`src/port_pin_config_map.vh`:
```
`ifndef PORT_PIN_CONFIG_MAP_VH
`define PORT_PIN_CONFIG_MAP_VH

// ==========================================================
// Register indices (byte address is four times the index)
`define IDX_PORT3_DATA 8'hB0
`define IDX_MODE0 8'hB1
`define IDX_MODE0B 8'hB2
`define IDX_MODE1 8'hB3
`define IDX_MODE1B 8'hB4
`define IDX_PAGE_CTRL 8'hC0
`define IDX_PORT0_DATA 8'hC1
`define IDX_PORT1_DATA 8'hC2

// ==========================================================
// Field positions
`define BIT_PAGE_SEL 0
`define BIT_INT_OSC 1
`define BIT_PORT3_PIN 0

// ==========================================================
// Reset values
`define RST_MODE_A 8'hFF
`define RST_MODE_B 8'h00
`define RST_INPUT_TYPE 8'h00
`define RST_SLEW 8'h00
`define RST_PORT1_MODE_B 8'h00
`define RST_PORT_DATA 8'hFF
`define RST_PORT3_DATA 1'h1
`define RST_PAGE_SEL 1'h0
`define RST_INT_OSC 1'h1

// ==========================================================
// Mode encodings {mode_a, mode_b}
`define MODE_QUASI 2'h0
`define MODE_PUSH_PULL 2'h1
`define MODE_INPUT_ONLY 2'h2
`define MODE_OPEN_DRAIN 2'h3

// ==========================================================
// Bus response codes
`define RESP_OKAY 2'h0
`define RESP_SLVERR 2'h2

`endif

```
`src/sync2.v`:
```
module sync2 #(
  parameter WIDTH = 8
) (
  // Clock and control
  input wire aclk,
  input wire aresetn,
  input wire ce,
  // Data
  input wire [WIDTH-1:0] async_in,
  output reg [WIDTH-1:0] sync_out
);

  // ==========================================================
  // Two-stage synchroniser; first stage feeds only the second
  reg [WIDTH-1:0] meta_r;

  always @(posedge aclk)
  begin
    if (!aresetn)
    begin
      meta_r <= {WIDTH{1'b0}};
      sync_out <= {WIDTH{1'b0}};
    end
    else if (ce)
    begin
      meta_r <= async_in;
      sync_out <= meta_r;
    end
  end

endmodule

```
`src/pin_cell.v`:
```
`include "port_pin_config_map.vh"

module pin_cell (
  // Clock and control
  input wire aclk,
  input wire aresetn,
  input wire ce,
  // Configuration
  input wire mode_a,
  input wire mode_b,
  input wire data,
  // Pad side
  output reg pin_out,
  output reg pin_oe_n,
  output reg pullup_en
);

  // ==========================================================
  // Pad driver; reset leaves the pad released
  always @(posedge aclk)
  begin
    if (!aresetn)
    begin
      pin_out <= 1'b1;
      pin_oe_n <= 1'b1;
      pullup_en <= 1'b0;
    end
    else if (ce)
    begin
      pin_out <= data;
      case ({mode_a, mode_b})
        `MODE_QUASI:
        begin
          // Only low is driven hard; high relies on the weak pull-up
          pin_oe_n <= data;
          pullup_en <= 1'b1;
        end
        `MODE_PUSH_PULL:
        begin
          pin_oe_n <= 1'b0;
          pullup_en <= 1'b0;
        end
        `MODE_OPEN_DRAIN:
        begin
          pin_oe_n <= data;
          pullup_en <= 1'b0;
        end
        default:
        begin
          pin_oe_n <= 1'b1;
          pullup_en <= 1'b0;
        end
      endcase
    end
  end

endmodule

```
`src/port_pin_config_regs.v`:
```
// Function
// - Each port 0 and port 1 pin's mode comes from its bits in select registers A and B.
// - Port 3 data bits 7 down to 1 always read zero.
// - Port 3 pin is general I/O only with the internal oscillator.
// - Otherwise the pin feeds the oscillator; writes ignored, reads zero.
// - Input-type bit picks TTL input at 0, Schmitt input at 1.
// - Port 0 slew bit picks normal edge at 0, fast edge at 1.
// - Reset sets mode select A of ports 0 and 1 to all ones.
// - Reset clears port 0 B, input-type, slew and port 1 input-type.
// - Page 0 of a shared index is mode select, page 1 the other.
`include "port_pin_config_map.vh"

module port_pin_config_regs #(
  parameter ADDR_W = 12
) (
  // Clock, reset, enable
  input wire aclk,
  input wire aresetn,
  input wire ce,
  // Write address channel
  input wire [ADDR_W-1:0] s_axi_awaddr,
  input wire [2:0] s_axi_awprot,
  input wire s_axi_awvalid,
  output reg s_axi_awready,
  // Write data channel
  input wire [31:0] s_axi_wdata,
  input wire [3:0] s_axi_wstrb,
  input wire s_axi_wvalid,
  output reg s_axi_wready,
  // Write response channel
  output reg [1:0] s_axi_bresp,
  output reg s_axi_bvalid,
  input wire s_axi_bready,
  // Read address channel
  input wire [ADDR_W-1:0] s_axi_araddr,
  input wire [2:0] s_axi_arprot,
  input wire s_axi_arvalid,
  output reg s_axi_arready,
  // Read data channel
  output reg [31:0] s_axi_rdata,
  output reg [1:0] s_axi_rresp,
  output reg s_axi_rvalid,
  input wire s_axi_rready,
  // Port 0 pads
  input wire [7:0] port0_pin_in,
  output wire [7:0] port0_pin_out,
  output wire [7:0] port0_pin_oe_n,
  output wire [7:0] port0_pullup_en,
  output reg [7:0] port0_schmitt_en,
  output reg [7:0] port0_fast_slew,
  // Port 1 pads
  input wire [7:0] port1_pin_in,
  output wire [7:0] port1_pin_out,
  output wire [7:0] port1_pin_oe_n,
  output wire [7:0] port1_pullup_en,
  output reg [7:0] port1_schmitt_en,
  // Port 3 pad
  input wire port3_bit0_pin_in,
  output wire port3_bit0_pin_out,
  output wire port3_bit0_pin_oe_n,
  output wire port3_bit0_pullup_en,
  output reg external_oscillator_input
);

  // ==========================================================
  // Register storage
  reg [7:0] port0_mode_select_a_r;
  reg [7:0] port0_mode_select_b_r;
  reg [7:0] port0_slew_select_r;
  reg [7:0] port1_mode_select_a_r;
  reg [7:0] port1_mode_select_b_r;
  reg [7:0] port0_data_r;
  reg [7:0] port1_data_r;
  reg port3_data_r;
  reg page_sel_r;
  reg int_osc_r;

  // Bus holding registers
  reg [ADDR_W-1:0] aw_addr_r;
  reg aw_held_r;
  reg [31:0] w_data_r;
  reg [3:0] w_strb_r;
  reg w_held_r;

  // Synchronised pad levels
  wire [7:0] port0_pin_sync;
  wire [7:0] port1_pin_sync;
  wire [0:0] port3_pin_sync;

  // ==========================================================
  // Pad input synchronisers
  sync2 #(
    .WIDTH(8)
  ) u_sync_port0 (
    .aclk(aclk),
    .aresetn(aresetn),
    .ce(ce),
    .async_in(port0_pin_in),
    .sync_out(port0_pin_sync)
  );

  sync2 #(
    .WIDTH(8)
  ) u_sync_port1 (
    .aclk(aclk),
    .aresetn(aresetn),
    .ce(ce),
    .async_in(port1_pin_in),
    .sync_out(port1_pin_sync)
  );

  sync2 #(
    .WIDTH(1)
  ) u_sync_port3 (
    .aclk(aclk),
    .aresetn(aresetn),
    .ce(ce),
    .async_in(port3_bit0_pin_in),
    .sync_out(port3_pin_sync)
  );

  // ==========================================================
  // Pad drivers, one cell per pin
  genvar g;
  generate
    for (g = 0; g < 8; g = g + 1)
    begin : g_pin
      pin_cell u_p0 (
        .aclk(aclk),
        .aresetn(aresetn),
        .ce(ce),
        .mode_a(port0_mode_select_a_r[g]),
        .mode_b(port0_mode_select_b_r[g]),
        .data(port0_data_r[g]),
        .pin_out(port0_pin_out[g]),
        .pin_oe_n(port0_pin_oe_n[g]),
        .pullup_en(port0_pullup_en[g])
      );
      pin_cell u_p1 (
        .aclk(aclk),
        .aresetn(aresetn),
        .ce(ce),
        .mode_a(port1_mode_select_a_r[g]),
        .mode_b(port1_mode_select_b_r[g]),
        .data(port1_data_r[g]),
        .pin_out(port1_pin_out[g]),
        .pin_oe_n(port1_pin_oe_n[g]),
        .pullup_en(port1_pullup_en[g])
      );
    end
  endgenerate

  // Port 3 is quasi-bidirectional as general I/O, released otherwise
  pin_cell u_p3 (
    .aclk(aclk),
    .aresetn(aresetn),
    .ce(ce),
    .mode_a(~int_osc_r),
    .mode_b(1'b0),
    .data(port3_data_r),
    .pin_out(port3_bit0_pin_out),
    .pin_oe_n(port3_bit0_pin_oe_n),
    .pullup_en(port3_bit0_pullup_en)
  );

  // ==========================================================
  // Write decode
  wire [7:0] w_idx;
  wire do_write;
  wire w_lane0;
  reg w_hit;

  assign w_idx = aw_addr_r[9:2];
  assign do_write = aw_held_r && w_held_r && !s_axi_bvalid;
  assign w_lane0 = w_strb_r[0];

  always @*
  begin
    case (w_idx)
      `IDX_PORT3_DATA,
      `IDX_MODE0,
      `IDX_MODE0B,
      `IDX_MODE1,
      `IDX_PAGE_CTRL,
      `IDX_PORT0_DATA,
      `IDX_PORT1_DATA:
        w_hit = 1'b1;
      // Page 1 of this index holds nothing in this block
      `IDX_MODE1B:
        w_hit = !page_sel_r;
      default:
        w_hit = 1'b0;
    endcase
  end

  // ==========================================================
  // Write channel handshake and register updates
  always @(posedge aclk)
  begin
    if (!aresetn)
    begin
      s_axi_awready <= 1'b0;
      s_axi_wready <= 1'b0;
      s_axi_bvalid <= 1'b0;
      s_axi_bresp <= `RESP_OKAY;
      aw_addr_r <= {ADDR_W{1'b0}};
      aw_held_r <= 1'b0;
      w_data_r <= 32'h00000000;
      w_strb_r <= 4'h0;
      w_held_r <= 1'b0;
      port0_mode_select_a_r <= `RST_MODE_A;
      port1_mode_select_a_r <= `RST_MODE_A;
      port0_mode_select_b_r <= `RST_MODE_B;
      port0_schmitt_en <= `RST_INPUT_TYPE;
      port0_slew_select_r <= `RST_SLEW;
      port1_schmitt_en <= `RST_INPUT_TYPE;
      port1_mode_select_b_r <= `RST_PORT1_MODE_B;
      port0_data_r <= `RST_PORT_DATA;
      port1_data_r <= `RST_PORT_DATA;
      port3_data_r <= `RST_PORT3_DATA;
      page_sel_r <= `RST_PAGE_SEL;
      int_osc_r <= `RST_INT_OSC;
    end
    else if (ce)
    begin
      // Ready is a one-cycle pulse so each channel takes one item
      s_axi_awready <= s_axi_awvalid && !aw_held_r && !s_axi_awready;
      s_axi_wready <= s_axi_wvalid && !w_held_r && !s_axi_wready;
      if (s_axi_awvalid && s_axi_awready)
      begin
        aw_addr_r <= s_axi_awaddr;
        aw_held_r <= 1'b1;
      end
      if (s_axi_wvalid && s_axi_wready)
      begin
        w_data_r <= s_axi_wdata;
        w_strb_r <= s_axi_wstrb;
        w_held_r <= 1'b1;
      end
      if (s_axi_bvalid && s_axi_bready)
        s_axi_bvalid <= 1'b0;
      if (do_write)
      begin
        aw_held_r <= 1'b0;
        w_held_r <= 1'b0;
        s_axi_bvalid <= 1'b1;
        s_axi_bresp <= w_hit ? `RESP_OKAY : `RESP_SLVERR;
        // Bits sit in byte lane 0 only; other lanes are don't-care
        if (w_hit && w_lane0)
        begin
          case (w_idx)
            `IDX_PORT3_DATA:
              if (int_osc_r)
                port3_data_r <= w_data_r[`BIT_PORT3_PIN];
            `IDX_MODE0:
              if (page_sel_r)
                port0_schmitt_en <= w_data_r[7:0];
              else
                port0_mode_select_a_r <= w_data_r[7:0];
            `IDX_MODE0B:
              if (page_sel_r)
                port0_slew_select_r <= w_data_r[7:0];
              else
                port0_mode_select_b_r <= w_data_r[7:0];
            `IDX_MODE1:
              if (page_sel_r)
                port1_schmitt_en <= w_data_r[7:0];
              else
                port1_mode_select_a_r <= w_data_r[7:0];
            `IDX_MODE1B:
              port1_mode_select_b_r <= w_data_r[7:0];
            `IDX_PAGE_CTRL:
            begin
              page_sel_r <= w_data_r[`BIT_PAGE_SEL];
              int_osc_r <= w_data_r[`BIT_INT_OSC];
            end
            `IDX_PORT0_DATA:
              port0_data_r <= w_data_r[7:0];
            `IDX_PORT1_DATA:
              port1_data_r <= w_data_r[7:0];
            default:
              port3_data_r <= port3_data_r;
          endcase
        end
      end
    end
  end

  // ==========================================================
  // Pad control outputs
  always @(posedge aclk)
  begin
    if (!aresetn)
    begin
      port0_fast_slew <= `RST_SLEW;
      external_oscillator_input <= !`RST_INT_OSC;
    end
    else if (ce)
    begin
      port0_fast_slew <= port0_slew_select_r;
      external_oscillator_input <= !int_osc_r;
    end
  end

  // ==========================================================
  // Read decode
  wire [7:0] r_idx;
  reg [7:0] r_data;
  reg r_hit;

  assign r_idx = s_axi_araddr[9:2];

  always @*
  begin
    r_data = 8'h00;
    r_hit = 1'b1;
    case (r_idx)
      // Upper bits are reserved and stay zero
      `IDX_PORT3_DATA:
        r_data = {7'h00, port3_pin_sync[0] & int_osc_r};
      `IDX_MODE0:
        r_data = page_sel_r ? port0_schmitt_en
                            : port0_mode_select_a_r;
      `IDX_MODE0B:
        r_data = page_sel_r ? port0_slew_select_r
                            : port0_mode_select_b_r;
      `IDX_MODE1:
        r_data = page_sel_r ? port1_schmitt_en
                            : port1_mode_select_a_r;
      `IDX_MODE1B:
      begin
        r_hit = !page_sel_r;
        r_data = page_sel_r ? 8'h00 : port1_mode_select_b_r;
      end
      `IDX_PAGE_CTRL:
        r_data = {6'h00, int_osc_r, page_sel_r};
      // Data reads return the pad level, as on a real port
      `IDX_PORT0_DATA:
        r_data = port0_pin_sync;
      `IDX_PORT1_DATA:
        r_data = port1_pin_sync;
      default:
        r_hit = 1'b0;
    endcase
  end

  // ==========================================================
  // Read channel handshake
  always @(posedge aclk)
  begin
    if (!aresetn)
    begin
      s_axi_arready <= 1'b0;
      s_axi_rvalid <= 1'b0;
      s_axi_rdata <= 32'h00000000;
      s_axi_rresp <= `RESP_OKAY;
    end
    else if (ce)
    begin
      s_axi_arready <= s_axi_arvalid && !s_axi_arready && !s_axi_rvalid;
      if (s_axi_arvalid && s_axi_arready)
      begin
        s_axi_rvalid <= 1'b1;
        s_axi_rdata <= {24'h000000, r_data};
        s_axi_rresp <= r_hit ? `RESP_OKAY : `RESP_SLVERR;
      end
      else if (s_axi_rvalid && s_axi_rready)
        s_axi_rvalid <= 1'b0;
    end
  end

endmodule

```
`config.mk`:
```
export PLATFORM = sky130hd
export DESIGN_NAME = port_pin_config_regs
export DESIGN_NICKNAME = d
export VERILOG_FILES = /design/src/sync2.v /design/src/pin_cell.v /design/src/port_pin_config_regs.v
export VERILOG_INCLUDE_DIRS = /design/src
export SDC_FILE = /design/constraint.sdc
export NUM_CORES = 1
export LEC_CHECK = 0
export BUFFER_PORTS_ARGS = -buffer_cell sky130_fd_sc_hd__buf_2
export CORE_ASPECT_RATIO = 1.75
export CORE_MARGIN = 5
export CORE_UTILIZATION = 55
export DETAILED_ROUTE_END_ITERATION = 12
export PLACE_DENSITY = 0.9
export SLEW_MARGIN = 20
export SYNTH_ARGS = -nofsm -noshare
export SYNTH_HDL_FRONTEND = slang
export SYNTH_HIERARCHICAL = 1
export SYNTH_SLANG_ARGS = --single-unit
```
`constraint.sdc`:
```
create_clock -name aclk -period 2.2 [get_ports aclk]
set_clock_uncertainty 0.05 [all_clocks]
set_input_delay 0.44 -clock aclk [delete_from_list [all_inputs] [get_ports aclk]]
set_output_delay 0.44 -clock aclk [all_outputs]
set_load 0.005 [all_outputs]
```
### After elaboration in Yosys (flattened, before gate mapping)

Cells that the tools add are included.
W data, S select, Z words.

* flip-flop bits (word level): 207
* bits in writable memories: 0
* memories kept: 0
* latch bits: 0
* ROM bits: 0

* bitwise logic cells: 3
* multiply operators: 0
* equal/unequal tests: 48
* divide/modulo/power cells: 0
* muxes and demuxes: 51
* reduce and logical (&&, ||, !) cells: 81
* shifts and indexed selects: 0
* add/sub/neg operators: 0
* magnitude comparators: 0

Operator list (number)
* $eq A8 B8 Y1 const B: 16
* $pmux W8 S8: 1
* $pmux W1 S2: 18
* $reduce_and A5 Y1: 7
* $logic_not A2 Y1: 17
* $eq A2 B1 Y1 const B: 16
* $eq A2 B2 Y1 const B: 16
* $mux W8: 4
* $reduce_or A2 Y1: 16
* $mux W1: 26
* $reduce_and A2 Y1: 8
* $reduce_and A4 Y1: 4
* $logic_and A1 B1 Y1: 14
* $reduce_or A7 Y1: 2
* $logic_not A1 Y1: 9
* $reduce_bool A2 Y1: 4
* $mux W2: 2
* $not A1 Y1: 2
* $and A1 B1 Y1: 1

### Depth between registers and ports, before layout

* depth in word-level cells: 5
* gate-level depth with buffers: 9

### Cells and area by module

Netlist, hierarchy kept.

By module, submodules not included
* port_pin_config_regs: seq. area each 2362.3 µm², cells an instance 591, area each 5412.7 µm², instances 1
* pin_cell: seq. area each 60.1 µm², cells an instance 16, area each 158.9 µm², instances 17
* sync2 (u_sync_port0 ...): seq. area each 320.3 µm², cells an instance 51, area each 615.6 µm², instances 2
* sync2 (u_sync_port3): seq. area each 40.0 µm², cells an instance 6, area each 72.6 µm², instances 1

### Worst setup path before layout

No wires, ideal clock.

* path kind: input to register
* start point: in ce
* end point: reg port0_mode_select_a_r[0]
* arrival time: 1.740 ns
* cell stages on the path: 7
* slack: 0.280 ns
* required time: 2.020 ns
* path through: buf_4 > and4b_1 > buf_4 > nand4_4 > nor3_4 > mux2i_1 > nand2_1

* word-level cells in the longest chain between the ends: 1

Ends and longest elaborated chain
* start: declaration: line port_pin_config_regs.v:19 `input wire ce,`
* $reduce_and A5 Y1 (no line)
* end signal: assignment: line port_pin_config_regs.v:211 `` port0_mode_select_a_r <= `RST_MODE_A; ``
* end signal: assignment: line port_pin_config_regs.v:259 `port0_mode_select_a_r <= w_data_r[7:0];`
* end: declaration: line port_pin_config_regs.v:67 `reg [7:0] port0_mode_select_a_r;`

No other way between the ends.
A chain may end at the register's enable or synchronous reset.

### Final worst setup path

* start point: reg s_axi_bvalid
* end point: reg port0_schmitt_en[5]

* word-level cells in the longest chain between the ends: 3

Ends and longest elaborated chain
* start: declaration: line port_pin_config_regs.v:32 `output reg s_axi_bvalid,`
* start signal: assignment: line port_pin_config_regs.v:204 `s_axi_bvalid <= 1'b0;`
* start signal: assignment: line port_pin_config_regs.v:241 `s_axi_bvalid <= 1'b0;`
* start signal: assignment: line port_pin_config_regs.v:246 `s_axi_bvalid <= 1'b1;`
* $logic_not A1 Y1: line port_pin_config_regs.v:174 `assign do_write = aw_held_r && w_held_r && !s_axi_bvalid;`
* $logic_and A1 B1 Y1: line port_pin_config_regs.v:174
* $reduce_and A5 Y1 (no line)
* end signal: assignment: line port_pin_config_regs.v:214 `` port0_schmitt_en <= `RST_INPUT_TYPE; ``
* end signal: assignment: line port_pin_config_regs.v:257 `port0_schmitt_en <= w_data_r[7:0];`
* end: declaration: line port_pin_config_regs.v:49 `output reg [7:0] port0_schmitt_en,`

No other way between the ends.

==> impl_metrics.tcl <==
set metrics [dict create \
    r2r-start "s_axi_bvalid$_SDFFE_PN0P_" \
    finalMaxSlewViolations 0 \
    postCtsHoldBufs 0 \
    rr_worst_depth 5 \
    synth_cells 971 \
    dpl.hpwl_um 17100 \
    vias 7352 \
    p_total_uw 7360 \
    cts_tree "done" \
    dr.pass1.iters 5 \
    synthToLayoutAreaGrowth_pct 14.9 \
    cts_resized 0 \
    post_cts_buffers 0 \
    overflow 0 \
    clk_latency_ps 480 \
    hold_violations 0 \
    grt_usage_pct 23.0 \
    startpoint_type "flop" \
    drtAntennaViolNets 0 \
    route.detailed.drc 0 \
    synth.distinct_cells 56 \
    worstSetupEndpointType "flop" \
    totalWireLength_um 23400 \
    row_count 63 \
    max_slew.worst_pin.slew_ps 618 \
    min_period_over_period_pct 92.5 \
    gp_congestion 0.920 \
    fin_area_um2 10800 \
    crit_type "flop to flop" \
    irDropWorstVdd_v 0.000605 \
    crit_required_ps 2490 \
    grt_pass1_vias 7122 \
    critPathLaunch "s_axi_bvalid$_SDFFE_PN0P_" \
    antenna_cells 0 \
    power.density_nw_per_um2 680 \
    clk_pin_slew_worst_paths_ps 70 \
    final_common_cell "dfxtp_1" \
    cts_num_sinks 203 \
    critPathMaxFanout 16 \
    nFillCells 1332 \
    vias_per_cell 5.50 \
    synth_edf_count 0 \
    crit_arrival_ps 2320 \
    port-buffer-count 140 \
    die_area_um2 19900 \
    regArea_um2 4070 \
    rsz0062_at_grt "false" \
    min_from "s_axi_awaddr[5]" \
    antenna_found_initial 0 \
    multi_input_area_um2 4770 \
    drive_above_1_share_pct 21.4 \
    ys_seq_area_share_pct 43.2 \
    worstHoldPathCells 3 \
    final_cells 1337 \
    placed_area_um2 10200 \
    drt_iter0_drc 573 \
    setup_viol 0 \
    yosys_warnings 6 \
    dp.cells 1306 \
    relSlewSlack_pct 58.8 \
    hp-class "input pin to flop" \
    cts-htree-levels 1 \
    layout.nets 1224 \
    syn-cell-area_um2 9420 \
    dieHeight_um 183 \
    cts-root-buf "clkbuf_16" \
    syn_avg_cell_area_um2 9.70 \
    grt_first_pass_wirelength_um 36900 \
    grt_max_degree 76 \
    tns_ps 0 \
    core_um2 16900 \
    cts_buffer_depth 3 \
    most-common-layout-cells "202 x dfxtp_1, 149 x mux2i_1, 138 x buf_2, 111 x nand2_1, 80 x nor2b_1" \
    wl_per_cell_um 17.5 \
    ys.flop_type "dfxtp_1" \
    fp.dieW_um 109 \
    cts_made_buffers 18 \
    max_freq_ghz 0.492 \
    p_leak_uw 0.00453 \
    status "complete, no violations" \
    io_pins 208 \
    ys_ff_latch 203 \
    ys_async_sr_fraction_pct 0 \
    drv_cap 0 \
    period_needed_ps 2030 \
    floorplan.initialDensity_pct 55.8 \
]
[path summary, 6_finish.rpt]
| kind | slack, ps | endpoint |
|---|---|---|
| max reg2reg | 170 | port0_schmitt_en[5]$_SDFFE_PN0P_ |
| min reg2reg | 420 | s_axi_bresp[1]$_SDFFE_PN0P_ |
| min | 160 | aw_addr_r[5]$_SDFFE_PN0P_ |
| max | 170 | port0_schmitt_en[5]$_SDFFE_PN0P_ |
[per-layer routing]
| layer | track usage, % | vias up | wire length (µm) |
|---|---|---|---|
| met4 | 13.2 | 0 | 1610 |
| met3 | 3.59 | 91 | 1510 |
| met2 | 40.2 | 321 | 11600 |
| met1 | 26.0 | 3429 | 8650 |
| li1 | - | 3511 | - |
| met5 | 0 | - | 0 |
[cell usage after synthesis (all sizes together), types with 2 or more instances]
library cell | instances | share of area (%)
o2bb2ai | 7 | 0.65
clkbuf | 37 | 1.5
inv | 54 | 2.2
a21boi | 21 | 1.7
or3 | 3 | 0.20
o311ai | 17 | 2.9
buf | 42 | 3.6
a21oi | 7 | 0.37
o21a | 2 | 0.16
ha | 34 | 4.5
nor3 | 6 | 0.68
and4b | 3 | 0.32
nand2b | 20 | 1.3
nor4bb | 3 | 0.32
nand4 | 5 | 0.49
a22o | 7 | 0.65
and3 | 2 | 0.13
nand4b | 3 | 0.28
o21ai | 30 | 1.6
nor4 | 4 | 0.27
o22ai | 6 | 0.40
nand2 | 111 | 4.4
nor2b | 81 | 5.4
o211ai | 2 | 0.16
nand3 | 39 | 2.1
dfxtp | 203 | 43
nor2 | 31 | 1.3
mux2 | 2 | 0.24
mux2i | 149 | 16
and2 | 19 | 1.3
a22oi | 7 | 0.56
[kinds of logic (layout without fill, tap and decap cells)]
group                      after synthesis  in the layout  share of synthesized area (%)
AOI/OAI and AO/OA                      112            112                           9.75
adders and majority gates               34             34                           4.52
buffers and inverters                  133            245                           7.24
DFF                                    203            203                           43.2
muxes                                  151            151                           16.1
other                                    1             28                         0.0398
and+or+nand+nor                        337            337                           19.2
[per-stage QoR]
step	setup slack [ps]	utilization, %	hold slack, ps
after global routing	36.6	64.2	162
final	166	64.2	159
after floorplan	280	-	406
after CTS	190	64.2	153
after detailed placement	48.7	60.6	402
after global placement	134	60.6	399
[critical path, stage by stage (launching register included)]
cell     delay, ps
dfxtp_1        330
and4b_1        420
nand4_1        180
or3_1          600
nand3_1        190
o21ai_0        110
[sequential cells by signal, summed over array words and instances (netlist names), 8 cells and up]
register and cells:
port1_mode_select_b_r 8, port0_data_r 8, w_data_r 8, port0_slew_select_r 8, port0_mode_select_a_r 8, port1_mode_select_a_r 8
u_sync_port0/meta_r 8, g_pin.u_p0/pullup_en 8, g_pin.u_p1/pullup_en 8, g_pin.u_p1/pin_out 8, port0_fast_slew 8, port0_mode_select_b_r 8
g_pin.u_p1/pin_oe_n 8, s_axi_rdata 8, g_pin.u_p0/pin_oe_n 8, u_sync_port0/sync_out 8, u_sync_port1/meta_r 8, port1_schmitt_en 8
port1_data_r 8, g_pin.u_p0/pin_out 8, port0_schmitt_en 8, aw_addr_r 8, u_sync_port1/sync_out 8
[power by group]
part / total [µW] / switching [µW] / internal [µW] / leakage (µW)
registers: 3770 / 41.3 / 3730 / 0.00165
clock network: 3170 / 1320 / 1840 / 0.000299
logic: 420 / 229 / 191 / 0.00259
total: 7360 / 1590 / 5770 / 0.00453
[layout make-up]
class | instances | area share (%)
inverters | 54 | 1.87
flip-flops and latches | 203 | 37.6
clock buffers | 30 | 5.51
repair buffers | 160 | 8.29
clock inverters | 1 | 0.0462
well taps | 227 | 2.62
multi-input cells | 662 | 44.1
(Power assumes the default switching activity.)
